### src/ffmd_pkg.sv
// Behaviour
// - Latched mode: reading the source register clears the active flag and all its bits.
// - Combine select 0 ANDs enabled axes (freefall), 1 ORs them (motion).
// - Each axis enable includes or excludes that axis; all reset to zero.
// - Latched mode: axis event and polarity bits freeze when the active flag sets.
// - Latched mode blocks new axis events while pending; otherwise bits show live status.
// - Freefall: every enabled axis magnitude at or below the 7-bit threshold.
// - Motion: an enabled axis magnitude strictly above the threshold.
// - Active flag sets when the selected combination holds after debouncing.
// - Source register: active bit 7, zero bit 6, Z 5:4, Y 3:2, X 1:0.
// - Polarity bit is 0 for positive, 1 for negative; flags reset to zero.
// - Axis event and polarity bits read zero while that axis is disabled.
// - Threshold counts 0 to 127 at 1/16 g, reaching 7.9375 g at any range.
// - Low-noise setting limits the effective threshold to 4 g.
// - Threshold register: debounce mode bit 7, threshold bits 6:0, reset zero.
// - Debounce mode 1 clears the counter when the condition drops.
// - Debounce mode 0 decrements the counter per sample while the condition is false.
// - Debounce count register is 8-bit read/write, reset zero, minimum matching samples.
// - Event sets when the debounce counter reaches the programmed count.
// - The debounce counter saturates at the programmed count.
// - One debounce step is one output sample period.
// - The active flag feeds the interrupt enable and routing logic outside.
// - Configuration register: latch 7, combine 6, Z/Y/X enables 5:3, bits 2:0 zero.
// - Unlatched mode: reading the source register clears nothing.
package ffmd_pkg;

  // ----------------------------------------------------------------
  // Register map
  // ----------------------------------------------------------------
  localparam logic [7:0] ADDR_CFG = 8'h15;
  localparam logic [7:0] ADDR_SRC = 8'h16;
  localparam logic [7:0] ADDR_THS = 8'h17;
  localparam logic [7:0] ADDR_CNT = 8'h18;

  // ----------------------------------------------------------------
  // Field positions
  // ----------------------------------------------------------------
  localparam int CFG_LATCH_BIT = 7;
  localparam int CFG_COMBINE_BIT = 6;
  localparam int CFG_ZEN_BIT = 5;
  localparam int CFG_YEN_BIT = 4;
  localparam int CFG_XEN_BIT = 3;
  localparam int SRC_ACTIVE_BIT = 7;
  localparam int THS_MODE_BIT = 7;
  localparam int THS_W = 7;
  localparam int CNT_W = 8;

  // ----------------------------------------------------------------
  // Reset values and limits
  // ----------------------------------------------------------------
  localparam logic [7:0] CFG_RESET = 8'h00;
  localparam logic [7:0] THS_RESET = 8'h00;
  localparam logic [7:0] CNT_RESET = 8'h00;
  localparam logic [7:0] RDATA_RESET = 8'h00;
  localparam logic [THS_W-1:0] LOW_NOISE_THS_MAX = 7'h40;

  // ----------------------------------------------------------------
  // Sample format and full-scale codes
  // ----------------------------------------------------------------
  localparam int ACC_W = 12;
  localparam logic [1:0] FS_2G = 2'h0;
  localparam logic [1:0] FS_4G = 2'h1;
  localparam logic [1:0] FS_8G = 2'h2;
  localparam int AXIS_X = 0;
  localparam int AXIS_Y = 1;
  localparam int AXIS_Z = 2;

  typedef struct packed {
    logic [ACC_W-1:0] z;
    logic [ACC_W-1:0] y;
    logic [ACC_W-1:0] x;
  } ffmd_axes_s;

  typedef struct packed {
    logic latch_enable;
    logic combine_select;
    logic z_axis_detect_enable;
    logic y_axis_detect_enable;
    logic x_axis_detect_enable;
  } ffmd_cfg_s;

endpackage

### src/ffmd_axis_cmp.sv
`timescale 1ns/1ns
module ffmd_axis_cmp #(
  parameter int W = ffmd_pkg::ACC_W
) (
  input wire logic [W-1:0] sample_i,
  input wire logic [ffmd_pkg::THS_W-1:0] ths_i,
  input wire logic [1:0] full_scale_i,
  input wire logic low_noise_i,
  output logic above_o,
  output logic neg_o
);

  localparam int BASE = W - 8;

  logic [W-1:0] mag;
  logic [ffmd_pkg::THS_W-1:0] ths_eff;
  logic [W+1:0] lim;
  int sh;

  // ----------------------------------------------------------------
  // Magnitude against threshold scaled to the sample's full scale
  // ----------------------------------------------------------------
  always_comb begin
    mag = sample_i[W-1] ? W'(~sample_i + 1'b1) : sample_i;
    ths_eff = ths_i;
    if (low_noise_i && (ths_i > ffmd_pkg::LOW_NOISE_THS_MAX)) begin
      ths_eff = ffmd_pkg::LOW_NOISE_THS_MAX;
    end
    // One threshold step is a sixteenth of a g whatever the range.
    unique case (full_scale_i)
      ffmd_pkg::FS_2G: sh = BASE + 2;
      ffmd_pkg::FS_4G: sh = BASE + 1;
      default: sh = BASE;
    endcase
    lim = (W+2)'(ths_eff) << sh;
    above_o = {2'b00, mag} > lim;
    neg_o = sample_i[W-1];
  end

endmodule

### src/ffmd_debounce.sv
`timescale 1ns/1ns
module ffmd_debounce #(
  parameter int CW = ffmd_pkg::CNT_W
) (
  input wire logic clk_i,
  input wire logic rst_b_i,
  input wire logic step_i,
  input wire logic cond_i,
  input wire logic clear_mode_i,
  input wire logic [CW-1:0] limit_i,
  input wire logic clear_i,
  output logic [CW-1:0] nxt_cnt_o
);

  logic [CW-1:0] cnt_ff;
  logic [CW-1:0] nxt_cnt;
  logic [CW-1:0] base;

  // ----------------------------------------------------------------
  // Sample counter
  // ----------------------------------------------------------------
  always_comb begin
    // A sample that lands with the clearing read counts from zero, so it is not lost.
    base = clear_i ? '0 : cnt_ff;
    nxt_cnt = base;
    if (step_i) begin
      if (cond_i) begin
        // Clamping also covers a limit lowered below the running count.
        nxt_cnt = (base < limit_i) ? CW'(base + 1'b1) : limit_i;
      end else if (clear_mode_i) begin
        nxt_cnt = '0;
      end else if (base != '0) begin
        nxt_cnt = CW'(base - 1'b1);
      end
    end
  end

  always_ff @(posedge clk_i) begin
    if (!rst_b_i) begin
      cnt_ff <= '0;
    end else begin
      cnt_ff <= nxt_cnt;
    end
  end

  assign nxt_cnt_o = nxt_cnt;

endmodule

### src/ffmd_top.sv
`timescale 1ns/1ns
module ffmd_top (
  input wire logic clk_i,
  input wire logic rst_b_i,
  input wire logic sample_ready_i,
  input wire ffmd_pkg::ffmd_axes_s accel_i,
  input wire logic [1:0] full_scale_i,
  input wire logic low_noise_i,
  input wire logic [7:0] reg_addr_i,
  input wire logic reg_wr_i,
  input wire logic reg_rd_i,
  input wire logic [7:0] reg_wdata_i,
  output logic [7:0] reg_rdata_o,
  output logic event_active_o
);

  // ----------------------------------------------------------------
  // Configuration registers
  // ----------------------------------------------------------------
  ffmd_pkg::ffmd_cfg_s cfg_ff;
  ffmd_pkg::ffmd_cfg_s nxt_cfg;
  logic [7:0] ths_ff;
  logic [7:0] nxt_ths;
  logic [7:0] cnt_lim_ff;
  logic [7:0] nxt_cnt_lim;

  // ----------------------------------------------------------------
  // Address decode
  // ----------------------------------------------------------------
  localparam int SEL_CFG = 0;
  localparam int SEL_SRC = 1;
  localparam int SEL_THS = 2;
  localparam int SEL_CNT = 3;

  // One-hot select of the four registers; unmapped addresses select none.
  function automatic logic [3:0] reg_sel(input logic [7:0] addr);
    logic [3:0] sel;
    sel = 4'h0;
    sel[SEL_CFG] = (addr == ffmd_pkg::ADDR_CFG);
    sel[SEL_SRC] = (addr == ffmd_pkg::ADDR_SRC);
    sel[SEL_THS] = (addr == ffmd_pkg::ADDR_THS);
    sel[SEL_CNT] = (addr == ffmd_pkg::ADDR_CNT);
    return sel;
  endfunction

  logic [3:0] wr_sel;
  logic [3:0] rd_sel;

  assign wr_sel = reg_wr_i ? reg_sel(reg_addr_i) : 4'h0;
  assign rd_sel = reg_rd_i ? reg_sel(reg_addr_i) : 4'h0;

  always_comb begin
    nxt_cfg = cfg_ff;
    nxt_ths = ths_ff;
    nxt_cnt_lim = cnt_lim_ff;
    // The source register is read-only, so a write to it changes nothing.
    if (wr_sel[SEL_CFG]) begin
      nxt_cfg.latch_enable = reg_wdata_i[ffmd_pkg::CFG_LATCH_BIT];
      nxt_cfg.combine_select = reg_wdata_i[ffmd_pkg::CFG_COMBINE_BIT];
      nxt_cfg.z_axis_detect_enable = reg_wdata_i[ffmd_pkg::CFG_ZEN_BIT];
      nxt_cfg.y_axis_detect_enable = reg_wdata_i[ffmd_pkg::CFG_YEN_BIT];
      nxt_cfg.x_axis_detect_enable = reg_wdata_i[ffmd_pkg::CFG_XEN_BIT];
    end
    if (wr_sel[SEL_THS]) begin
      nxt_ths = reg_wdata_i;
    end
    if (wr_sel[SEL_CNT]) begin
      nxt_cnt_lim = reg_wdata_i;
    end
  end

  always_ff @(posedge clk_i) begin
    if (!rst_b_i) begin
      cfg_ff <= ffmd_pkg::ffmd_cfg_s'(ffmd_pkg::CFG_RESET[7:3]);
      ths_ff <= ffmd_pkg::THS_RESET;
      cnt_lim_ff <= ffmd_pkg::CNT_RESET;
    end else begin
      cfg_ff <= nxt_cfg;
      ths_ff <= nxt_ths;
      cnt_lim_ff <= nxt_cnt_lim;
    end
  end

  // ----------------------------------------------------------------
  // Per-axis comparison
  // ----------------------------------------------------------------
  logic [2:0] axis_en;
  logic [2:0] axis_above;
  logic [2:0] axis_neg;
  logic [2:0][ffmd_pkg::ACC_W-1:0] axis_data;

  assign axis_en = {cfg_ff.z_axis_detect_enable, cfg_ff.y_axis_detect_enable,
                    cfg_ff.x_axis_detect_enable};
  assign axis_data = {accel_i.z, accel_i.y, accel_i.x};

  genvar g;
  generate
    for (g = 0; g < 3; g++) begin : gen_axis
      ffmd_axis_cmp #(
        .W(ffmd_pkg::ACC_W)
      ) u_cmp (
        .sample_i(axis_data[g]),
        .ths_i(ths_ff[ffmd_pkg::THS_W-1:0]),
        .full_scale_i(full_scale_i),
        .low_noise_i(low_noise_i),
        .above_o(axis_above[g]),
        .neg_o(axis_neg[g])
      );
    end
  endgenerate

  // ----------------------------------------------------------------
  // Axis combination
  // ----------------------------------------------------------------
  logic [2:0] axis_hit;
  logic cond;

  always_comb begin
    if (cfg_ff.combine_select) begin
      axis_hit = axis_above & axis_en;
      cond = |axis_hit;
    end else begin
      axis_hit = ~axis_above & axis_en;
      // With no axis enabled the block is off, so freefall never holds.
      cond = (axis_en != 3'h0) && ((axis_hit | ~axis_en) == 3'h7);
    end
  end

  // ----------------------------------------------------------------
  // Debounce
  // ----------------------------------------------------------------
  logic rd_src;
  logic rd_clr;
  logic [7:0] nxt_dbc;

  assign rd_src = rd_sel[SEL_SRC];
  assign rd_clr = rd_src && cfg_ff.latch_enable;

  ffmd_debounce #(
    .CW(ffmd_pkg::CNT_W)
  ) u_dbc (
    .clk_i(clk_i),
    .rst_b_i(rst_b_i),
    .step_i(sample_ready_i),
    .cond_i(cond),
    .clear_mode_i(ths_ff[ffmd_pkg::THS_MODE_BIT]),
    .limit_i(cnt_lim_ff),
    .clear_i(rd_clr),
    .nxt_cnt_o(nxt_dbc)
  );

  // ----------------------------------------------------------------
  // Event flag
  // ----------------------------------------------------------------
  logic ea_ff;
  logic nxt_ea;
  logic ea_set;
  logic flags_hold;
  logic flags_load;
  logic flags_clear;

  always_comb begin
    ea_set = sample_ready_i && cond && (nxt_dbc == cnt_lim_ff);
    nxt_ea = ea_ff;
    if (cfg_ff.latch_enable) begin
      // A new event in the read cycle is kept: the set wins over the clear.
      nxt_ea = ea_set || (ea_ff && !rd_clr);
    end else if (sample_ready_i) begin
      if (ea_set) begin
        nxt_ea = 1'b1;
      end else if (nxt_dbc == 8'h00) begin
        nxt_ea = 1'b0;
      end
    end
    flags_hold = cfg_ff.latch_enable && ea_ff && !rd_clr;
    flags_load = !flags_hold && sample_ready_i;
    flags_clear = !flags_hold && !sample_ready_i && rd_clr;
  end

  always_ff @(posedge clk_i) begin
    if (!rst_b_i) begin
      ea_ff <= 1'b0;
    end else begin
      ea_ff <= nxt_ea;
    end
  end

  // ----------------------------------------------------------------
  // Per-axis event and polarity bits
  // ----------------------------------------------------------------
  logic [5:0] src_flags;

  generate
    for (g = 0; g < 3; g++) begin : gen_flag
      logic evt_ff;
      logic nxt_evt;
      logic pol_ff;
      logic nxt_pol;

      always_comb begin
        nxt_evt = evt_ff;
        nxt_pol = pol_ff;
        if (flags_load) begin
          nxt_evt = axis_hit[g];
          nxt_pol = axis_hit[g] & axis_neg[g];
        end else if (flags_clear) begin
          nxt_evt = 1'b0;
          nxt_pol = 1'b0;
        end
      end

      always_ff @(posedge clk_i) begin
        if (!rst_b_i) begin
          evt_ff <= 1'b0;
          pol_ff <= 1'b0;
        end else begin
          evt_ff <= nxt_evt;
          pol_ff <= nxt_pol;
        end
      end

      // Bits latched before an axis was disabled are hidden, not lost.
      assign src_flags[2*g+1] = evt_ff & axis_en[g];
      assign src_flags[2*g] = pol_ff & axis_en[g];
    end
  endgenerate

  // ----------------------------------------------------------------
  // Read port
  // ----------------------------------------------------------------
  logic [7:0] rdata_ff;
  logic [7:0] nxt_rdata;

  always_comb begin
    nxt_rdata = rdata_ff;
    if (reg_rd_i) begin
      unique case (reg_addr_i)
        ffmd_pkg::ADDR_CFG: nxt_rdata = {cfg_ff, 3'h0};
        // The pre-clear value is taken on the same edge that clears it.
        ffmd_pkg::ADDR_SRC: nxt_rdata = {ea_ff, 1'b0, src_flags};
        ffmd_pkg::ADDR_THS: nxt_rdata = ths_ff;
        ffmd_pkg::ADDR_CNT: nxt_rdata = cnt_lim_ff;
        default: nxt_rdata = 8'h00;
      endcase
    end
  end

  always_ff @(posedge clk_i) begin
    if (!rst_b_i) begin
      rdata_ff <= ffmd_pkg::RDATA_RESET;
    end else begin
      rdata_ff <= nxt_rdata;
    end
  end

  assign reg_rdata_o = rdata_ff;
  assign event_active_o = ea_ff;

endmodule

### config.mk
export PLATFORM = sky130hd
export DESIGN_NAME = ffmd_top
export DESIGN_NICKNAME = d
export VERILOG_FILES = /design/src/ffmd_pkg.sv /design/src/ffmd_axis_cmp.sv /design/src/ffmd_debounce.sv /design/src/ffmd_top.sv
export SDC_FILE = /design/constraint.sdc
export NUM_CORES = 1
export LEC_CHECK = 0
export BUFFER_PORTS_ARGS = -buffer_cell sky130_fd_sc_hd__buf_2
export CAP_MARGIN = 30
export CORE_MARGIN = 4
export CORE_UTILIZATION = 53
export DETAILED_ROUTE_END_ITERATION = 12
export PLACE_DENSITY = 0.78
export REMOVE_ABC_BUFFERS = 1
export SLEW_MARGIN = 0
export SYNTH_ARGS = -nofsm -noshare
export SYNTH_HDL_FRONTEND = slang
export SYNTH_HIERARCHICAL = 1
export SYNTH_SLANG_ARGS = --single-unit
export TNS_END_PERCENT = 20
### constraint.sdc
create_clock -name clk_i -period 5.2 [get_ports clk_i]
set_input_delay 1.04 -clock clk_i [delete_from_list [all_inputs] [get_ports clk_i]]
set_output_delay 1.04 -clock clk_i [all_outputs]
set_load 0.01 [all_outputs]
==> results of run 1 <==
[layout make-up]
type | count | area [um2] | share of cell area [%]
multi-input combinational | 531 | 3620 | 63.8
sequential | 44 | 881 | 15.5
inverter | 28 | 105 | 1.85
timing repair buffer | 128 | 816 | 14.4
clock inverter | 2 | 38.8 | 0.683
tap | 108 | 135 | 2.38
clock buffer | 6 | 82.6 | 1.45
[cells by family after synthesis]
family	Yosys count	synth area share, %
and+or+nand+nor	260	28.2
muxes	25	5.43
adders and majority gates	35	9.26
DFF	44	18.6
AOI/OAI and AO/OA	171	25.6
buffers and inverters	60	5.43
xor gates and xnor gates	40	7.41
[timing repair]
action | CTS | global route
endpoints found under the setup margin | 0 | 1
resized for setup | 0 | 10
buffers inserted | 0 | 0
[power by group]
part | switching (mW) | internal, mW
combinational | 0.662 | 0.548
sequential | 0.0474 | 0.366
clock | 0.119 | 0.157
[layout by cell type, fill, tap and decap left out, types with 8 or more instances in the layout]
master	Yosys	final
a211oi_1	11	10
a21boi_0	17	17
a21oi_1	25	25
and2_1	8	8
buf_2	10	68
buf_4	3	58
dfxtp_1	44	44
ha_1	35	35
inv_1	28	28
mux2i_1	20	20
nand2_1	102	102
nand2b_1	11	11
nand3_1	37	37
nor2_1	28	28
nor2b_1	13	13
nor3_1	12	10
nor4_1	9	8
o21ai_0	52	48
xnor2_1	30	30
xor2_1	10	10
[synthesized netlist by cell type, drive strengths merged, types with 10 or more instances]
cell type,n,area [um2]
ha,35,438
a21boi,17,128
nor3,12,60.1
nand2,102,383
inv,28,105
nor2,29,111
nand3,38,195
xor2,10,87.6
nand2b,11,68.8
o21ai,54,270
xnor2,30,263
a21oi,25,125
a211oi,11,82.6
nor4,10,68.8
mux2i,20,200
dfxtp,44,881
nor2b,14,95.1
buf,15,87.6
clkbuf,17,63.8
[registers in the layout, summed over array words and instances (netlist names)]
register,flops
axis_en,3
cfg_ff,2
cnt_lim_ff,8
event_active_o,1
gen_flag.evt_ff,3
gen_flag.pol_ff,3
reg_rdata_o,8
ths_ff,8
u_dbc/cnt_ff,8
[critical path, stage by stage]
cell      delay [ps]
buf_2            120
or4_4            550
o21ai_1          190
xnor2_1          160
ha_1             270
a21oi_1          140
o21ai_0          100
a311oi_1         270
a211oi_1         100
buf_4            150
a222oi_1         290
mux2_2           400
buf_4            180
or2_2            300
a21oi_1          120
a31oi_1           90
o21ai_1          170
xor2_1           110
nor4_2           270
nand3_1          100
nand2_1           70
[routing by layer]
metal	up-vias	part of all wire [%]	track usage, %
met2	218	45	42.6
met5	-	0	0
li1	2517	-	-
met4	0	0.84	3.33
met1	2392	47	37.8
met3	16	7.1	3.48
[final timing paths]
check,startpoint,end,cells past startpoint
hold reg to reg,reg_rdata_o[4],reg_rdata_o[4],2
hold / removal,reg_rdata_o[4],reg_rdata_o[4],2
setup / recovery,accel_i[19],event_active_o,21
setup reg to reg,ths_ff[2],event_active_o,20
==> key figures, run 1 <==
Timing
  • Tightest Pin Transition: 781 ps
  • Hold WS: 464 ps
  • Final period utilization: 95.2%
  • Worst rel slew slack: 47.5%
  • TNS Setup: 0 ps
  • Setup Skew: 10.4 ps
  • Post-route minimum period: 4950 ps
  • Fmax achieved: 0.202 GHz
  • Final Hold Fails: 0
  • Pins Over Slew Limit: 0
  • Final setup margin: 248 ps
  • Setup Viol. Count Final: 0

Pwr
  • Total Power: 1.90 mW
  • Power Density: 335 nW/um2
  • VDD IR max: 0.382 mV
  • Leakage: 2.33 nW

Layout
  • Area Overhead vs Synth: 20.1%
  • Fillers: 777
  • N_diodes: 0
  • Nets: 833
  • Finished Core Util: 65.1%
  • Finished Cell Area: 5680 um2
  • Post-route insts no fill: 847
  • Share of cells above drive strength 1: 23.0%

Clocking
  • Root buffer cell: clkbuf_8
  • H-tree depth: 2
  • Clk sinks: 44
  • CTS buffer count: 5
  • CTS tree: built
  • Hold_buf cts: 0
  • Skew-Pair Late Insertion Delay: 290 ps
  • Clk slew on worst S/H paths: 90 ps
  • Clock buffer depth: 2

Setup path
  • R2r setup slk: 470 ps
  • CP Max Fanout: 10
  • Crit Path Category: primary input to register
  • CP required: 5430 ps
  • Worst EP arrival: 5180 ps
  • CP Launch Type: primary input
  • CP endpoint kind: register

Routing
  • Drt initial violations: 468
  • Post-Route WL: 13.7 mm
  • Post-DRT Antenna Nets: 0
  • Vias: 5,143
  • WL/cell: 16.2 um
  • Via density: 6.07
  • DRC: 0
  • Pre-Repair DR Iteration Count: 6

Synth
  • Cells after Synth: 635
  • Synth unique cells: 68
  • Yosys reg bits: 44
  • Main synth FF type: dfxtp_1
  • Netlist Area Pre-Place: 4730 um2
  • Post-synth EDFFs: 0
  • Register area share after synthesis: 18.6%
  • Post-synthesis async set-or-reset flop share: 0%
  • Ys Warns: 6
  • Syn avg cell area: 7.44 um2

GRT
  • Total track usage: 26.1%
  • Total grt overflow: 0
  • Initial antenna violation count: 0
  • Largest net degree at the start of global routing: 36
  • First-pass GRT wire length: 22.4 mm
  • Vias in the first global route: 4,703

Die
  • Row count: 34
  • Ports: 69
  • Die W: 102 um
  • Total core area: 8720 um2
  • Die area: 10,500 um2
  • Die Ht: 102 um
  • Starting density of the core: 54.2%

Placed design
  • PortBufs: 68
  • Dpl cell area: 5530 um2
  • Dpl hpwl: 10.7 mm
  • Gpl congestion: 0.989
  • Pre-CTS worst setup slack: -116 ps
  • Cells after DPL: 839

Min path
  • Worst hold path class: register to register

Status
  • Status: finished clean

Job
  • Max cap viols: 0
(Power assumes the default switching activity.)
==> run 2: changes to the inputs <==
--- a/config.mk
+++ b/config.mk
@@ -7,6 +7,7 @@
 export LEC_CHECK = 0
 export BUFFER_PORTS_ARGS = -buffer_cell sky130_fd_sc_hd__buf_2
 export CAP_MARGIN = 30
+export CORE_ASPECT_RATIO = 1.2
 export CORE_MARGIN = 4
 export CORE_UTILIZATION = 53
 export DETAILED_ROUTE_END_ITERATION = 12
==> run 2 against run 1 <==
Against the previous run: worst setup slack lost 43 ps; routed wire length grew 1.0%; non-clock buffer count grew 5; power grew 2.7%; die area is essentially flat; flip-flop and latch count is the same; hold slack lost 10 ps; via count shrank 1.2%; critical path depth grew 1; global-route usage shrank 0.12 points; sequential power is essentially flat; critical path type unchanged.
==> key figures, run 2 (synthesized netlist as in run 1, its figures left out) <==
Clocking
  • CTS tree: built
  • Skew-Pair Late Insertion Delay: 310 ps
  • Postcts setup bufs: 0
  • Clk sinks: 44
  • CTS buffer count: 5
  • Clk slew on worst S/H paths: 80 ps
  • H-tree depth: 2
  • Root buffer cell: clkbuf_8
  • Clock buffer depth: 2

Job
  • Max cap viols: 0

Timing
  • Worst rel slew slack: 49.8%
  • Tightest Pin Transition: 746 ps
  • Fmax achieved: 0.200 GHz
  • Setup Skew: 6.53 ps
  • Hold WS: 454 ps
  • Post-route minimum period: 5000 ps
  • Setup Viol. Count Final: 0
  • Final period utilization: 96.1%
  • Pins Over Slew Limit: 0
  • Final Hold Fails: 0

Pwr
  • Sequential power share: 21.2%
  • Leakage: 2.37 nW
  • Net switching power: 851 uW
  • VDD IR max: 0.401 mV
  • Cell internal pwr: 1.10 mW
  • Total Power: 1.95 mW
  • Switch share: 43.6%
  • Power Density: 337 nW/um2
  • Logic pwr share: 64.7%
  • Clock power frac: 14.1%

Layout
  • Nets: 838
  • Finished Cell Area: 5800 um2
  • Area Overhead vs Synth: 22.7%
  • N_diodes: 0
  • Finished Core Util: 67.0%
  • Most common cell after layout, fill and taps aside: nand2_1
  • Commonest non-fill, non-tap cells in the layout: 102 x nand2_1, 68 x buf_2, 63 x buf_4
  • Share of cells above drive strength 1: 24.9%

Routing
  • Drt initial violations: 254
  • DRC: 0
  • Post-DRT Antenna Nets: 0
  • Vias: 5,083
  • WL/cell: 16.1 um
  • Post-Route WL: 13.9 mm
  • Pre-Repair DR Iteration Count: 7
  • Via density: 5.90

Die
  • Starting density of the core: 54.6%
  • Die W: 94.2 um
  • Total core area: 8660 um2
  • Die Ht: 111 um
  • Ports: 69
  • Die area: 10,500 um2
  • Row count: 37

Setup path
  • Crit path largest cell delay: 560 ps
  • Critical-path cell list: buf_2, or4_4, o21ai_2, xnor2_1, ha_1, a21oi_1, o21ai_0, a311oi_1, a211oi_1, buf_4, a222oi_1, mux2_2, nor2_4, buf_4, nand3_1, a21oi_2, a311o_1, xnor2_1, nand4_1, nor4_2, nand3_1, nand2_1
  • Slowest cell on crit path: or4_4
  • Crit Path Category: primary input to register
  • CP Launch Type: primary input
  • Worst EP arrival: 5250 ps
  • CP Max Fanout: 5
  • CP endpoint kind: register
  • CP required: 5450 ps

GRT
  • First-pass GRT wire length: 22.7 mm
  • Total grt overflow: 0
  • Initial antenna violation count: 0
  • Largest net degree at the start of global routing: 36
  • Vias in the first global route: 4,940
  • Total track usage: 26.0%

Placed design
  • Dpl cell area: 5580 um2
  • Gpl congestion: 1.02
  • PortBufs: 68
  • Dpl hpwl: 10.9 mm

Status
  • Status: finished clean

Min path
  • Worst hold path class: register to register
## run 2: through the flow
step | setup WS (ps) | TNS, ps | cells
detailed placement | -189 | -189 | 853
CTS | 114 | 0 | 861
floorplan | 4.74 | 0 | 603
global placement | 0.230 | 0 | 853
finish | 205 | 0 | 861
global route | -17.5 | -17.5 | 861
## run 2: power groups by stage
stage                     Sequential (mW)  Clock, mW  Combinational (mW)
after CTS                           0.413      0.279                1.22
after global routing                0.418      0.289                1.40
after global placement              0.419          0                1.20
after floorplan                     0.403          0               0.741
final                               0.414      0.275                1.26
after detailed placement            0.421          0                1.21
## run 2: worst max-delay path: cells and delay by family
kind | cells | cell delay [ps]
compound gates | 8 | 1430
simple gates | 7 | 1370
mux | 1 | 430
buf+inv | 3 | 400
xor+xnor | 2 | 290
fa+ha+maj | 1 | 280
## run 2: timing repair
| item | 4_1_cts | 5_1_grt |
|---|---|---|
| hold buffers | 0 | 0 |
| setup endpoints to repair | 0 | 1 |
| resized for setup | 0 | 23 |
## run 2: worst paths after layout
path	start	endpoint	slack, ps	cells past startpoint
setup reg to reg	ths_ff[2]	event_active_o	440	21
hold reg to reg	reg_rdata_o[4]	reg_rdata_o[4]	450	2
setup / recovery	accel_i[19]	event_active_o	200	22
hold / removal	reg_rdata_o[4]	reg_rdata_o[4]	450	2
## run 2: final cells by class
class,instances,area [um2]
repair buffers,133,853
clock buffers,5,68.8
fillers,778,2860
multi-input cells,531,3700
inverters,28,105
well taps,117,146
clock inverters,3,47.5
flip-flops and latches,44,881
## run 2: per-layer routing
layer	global-route usage, %	up-vias	wire length [um]	part of all wire [%]
met1	29.8	2370	5610	40
li1	-	2535	-	-
met4	12.5	0	629	4.5
met2	47.1	138	7160	52
met5	0	-	0	0
met3	2.91	40	486	3.5
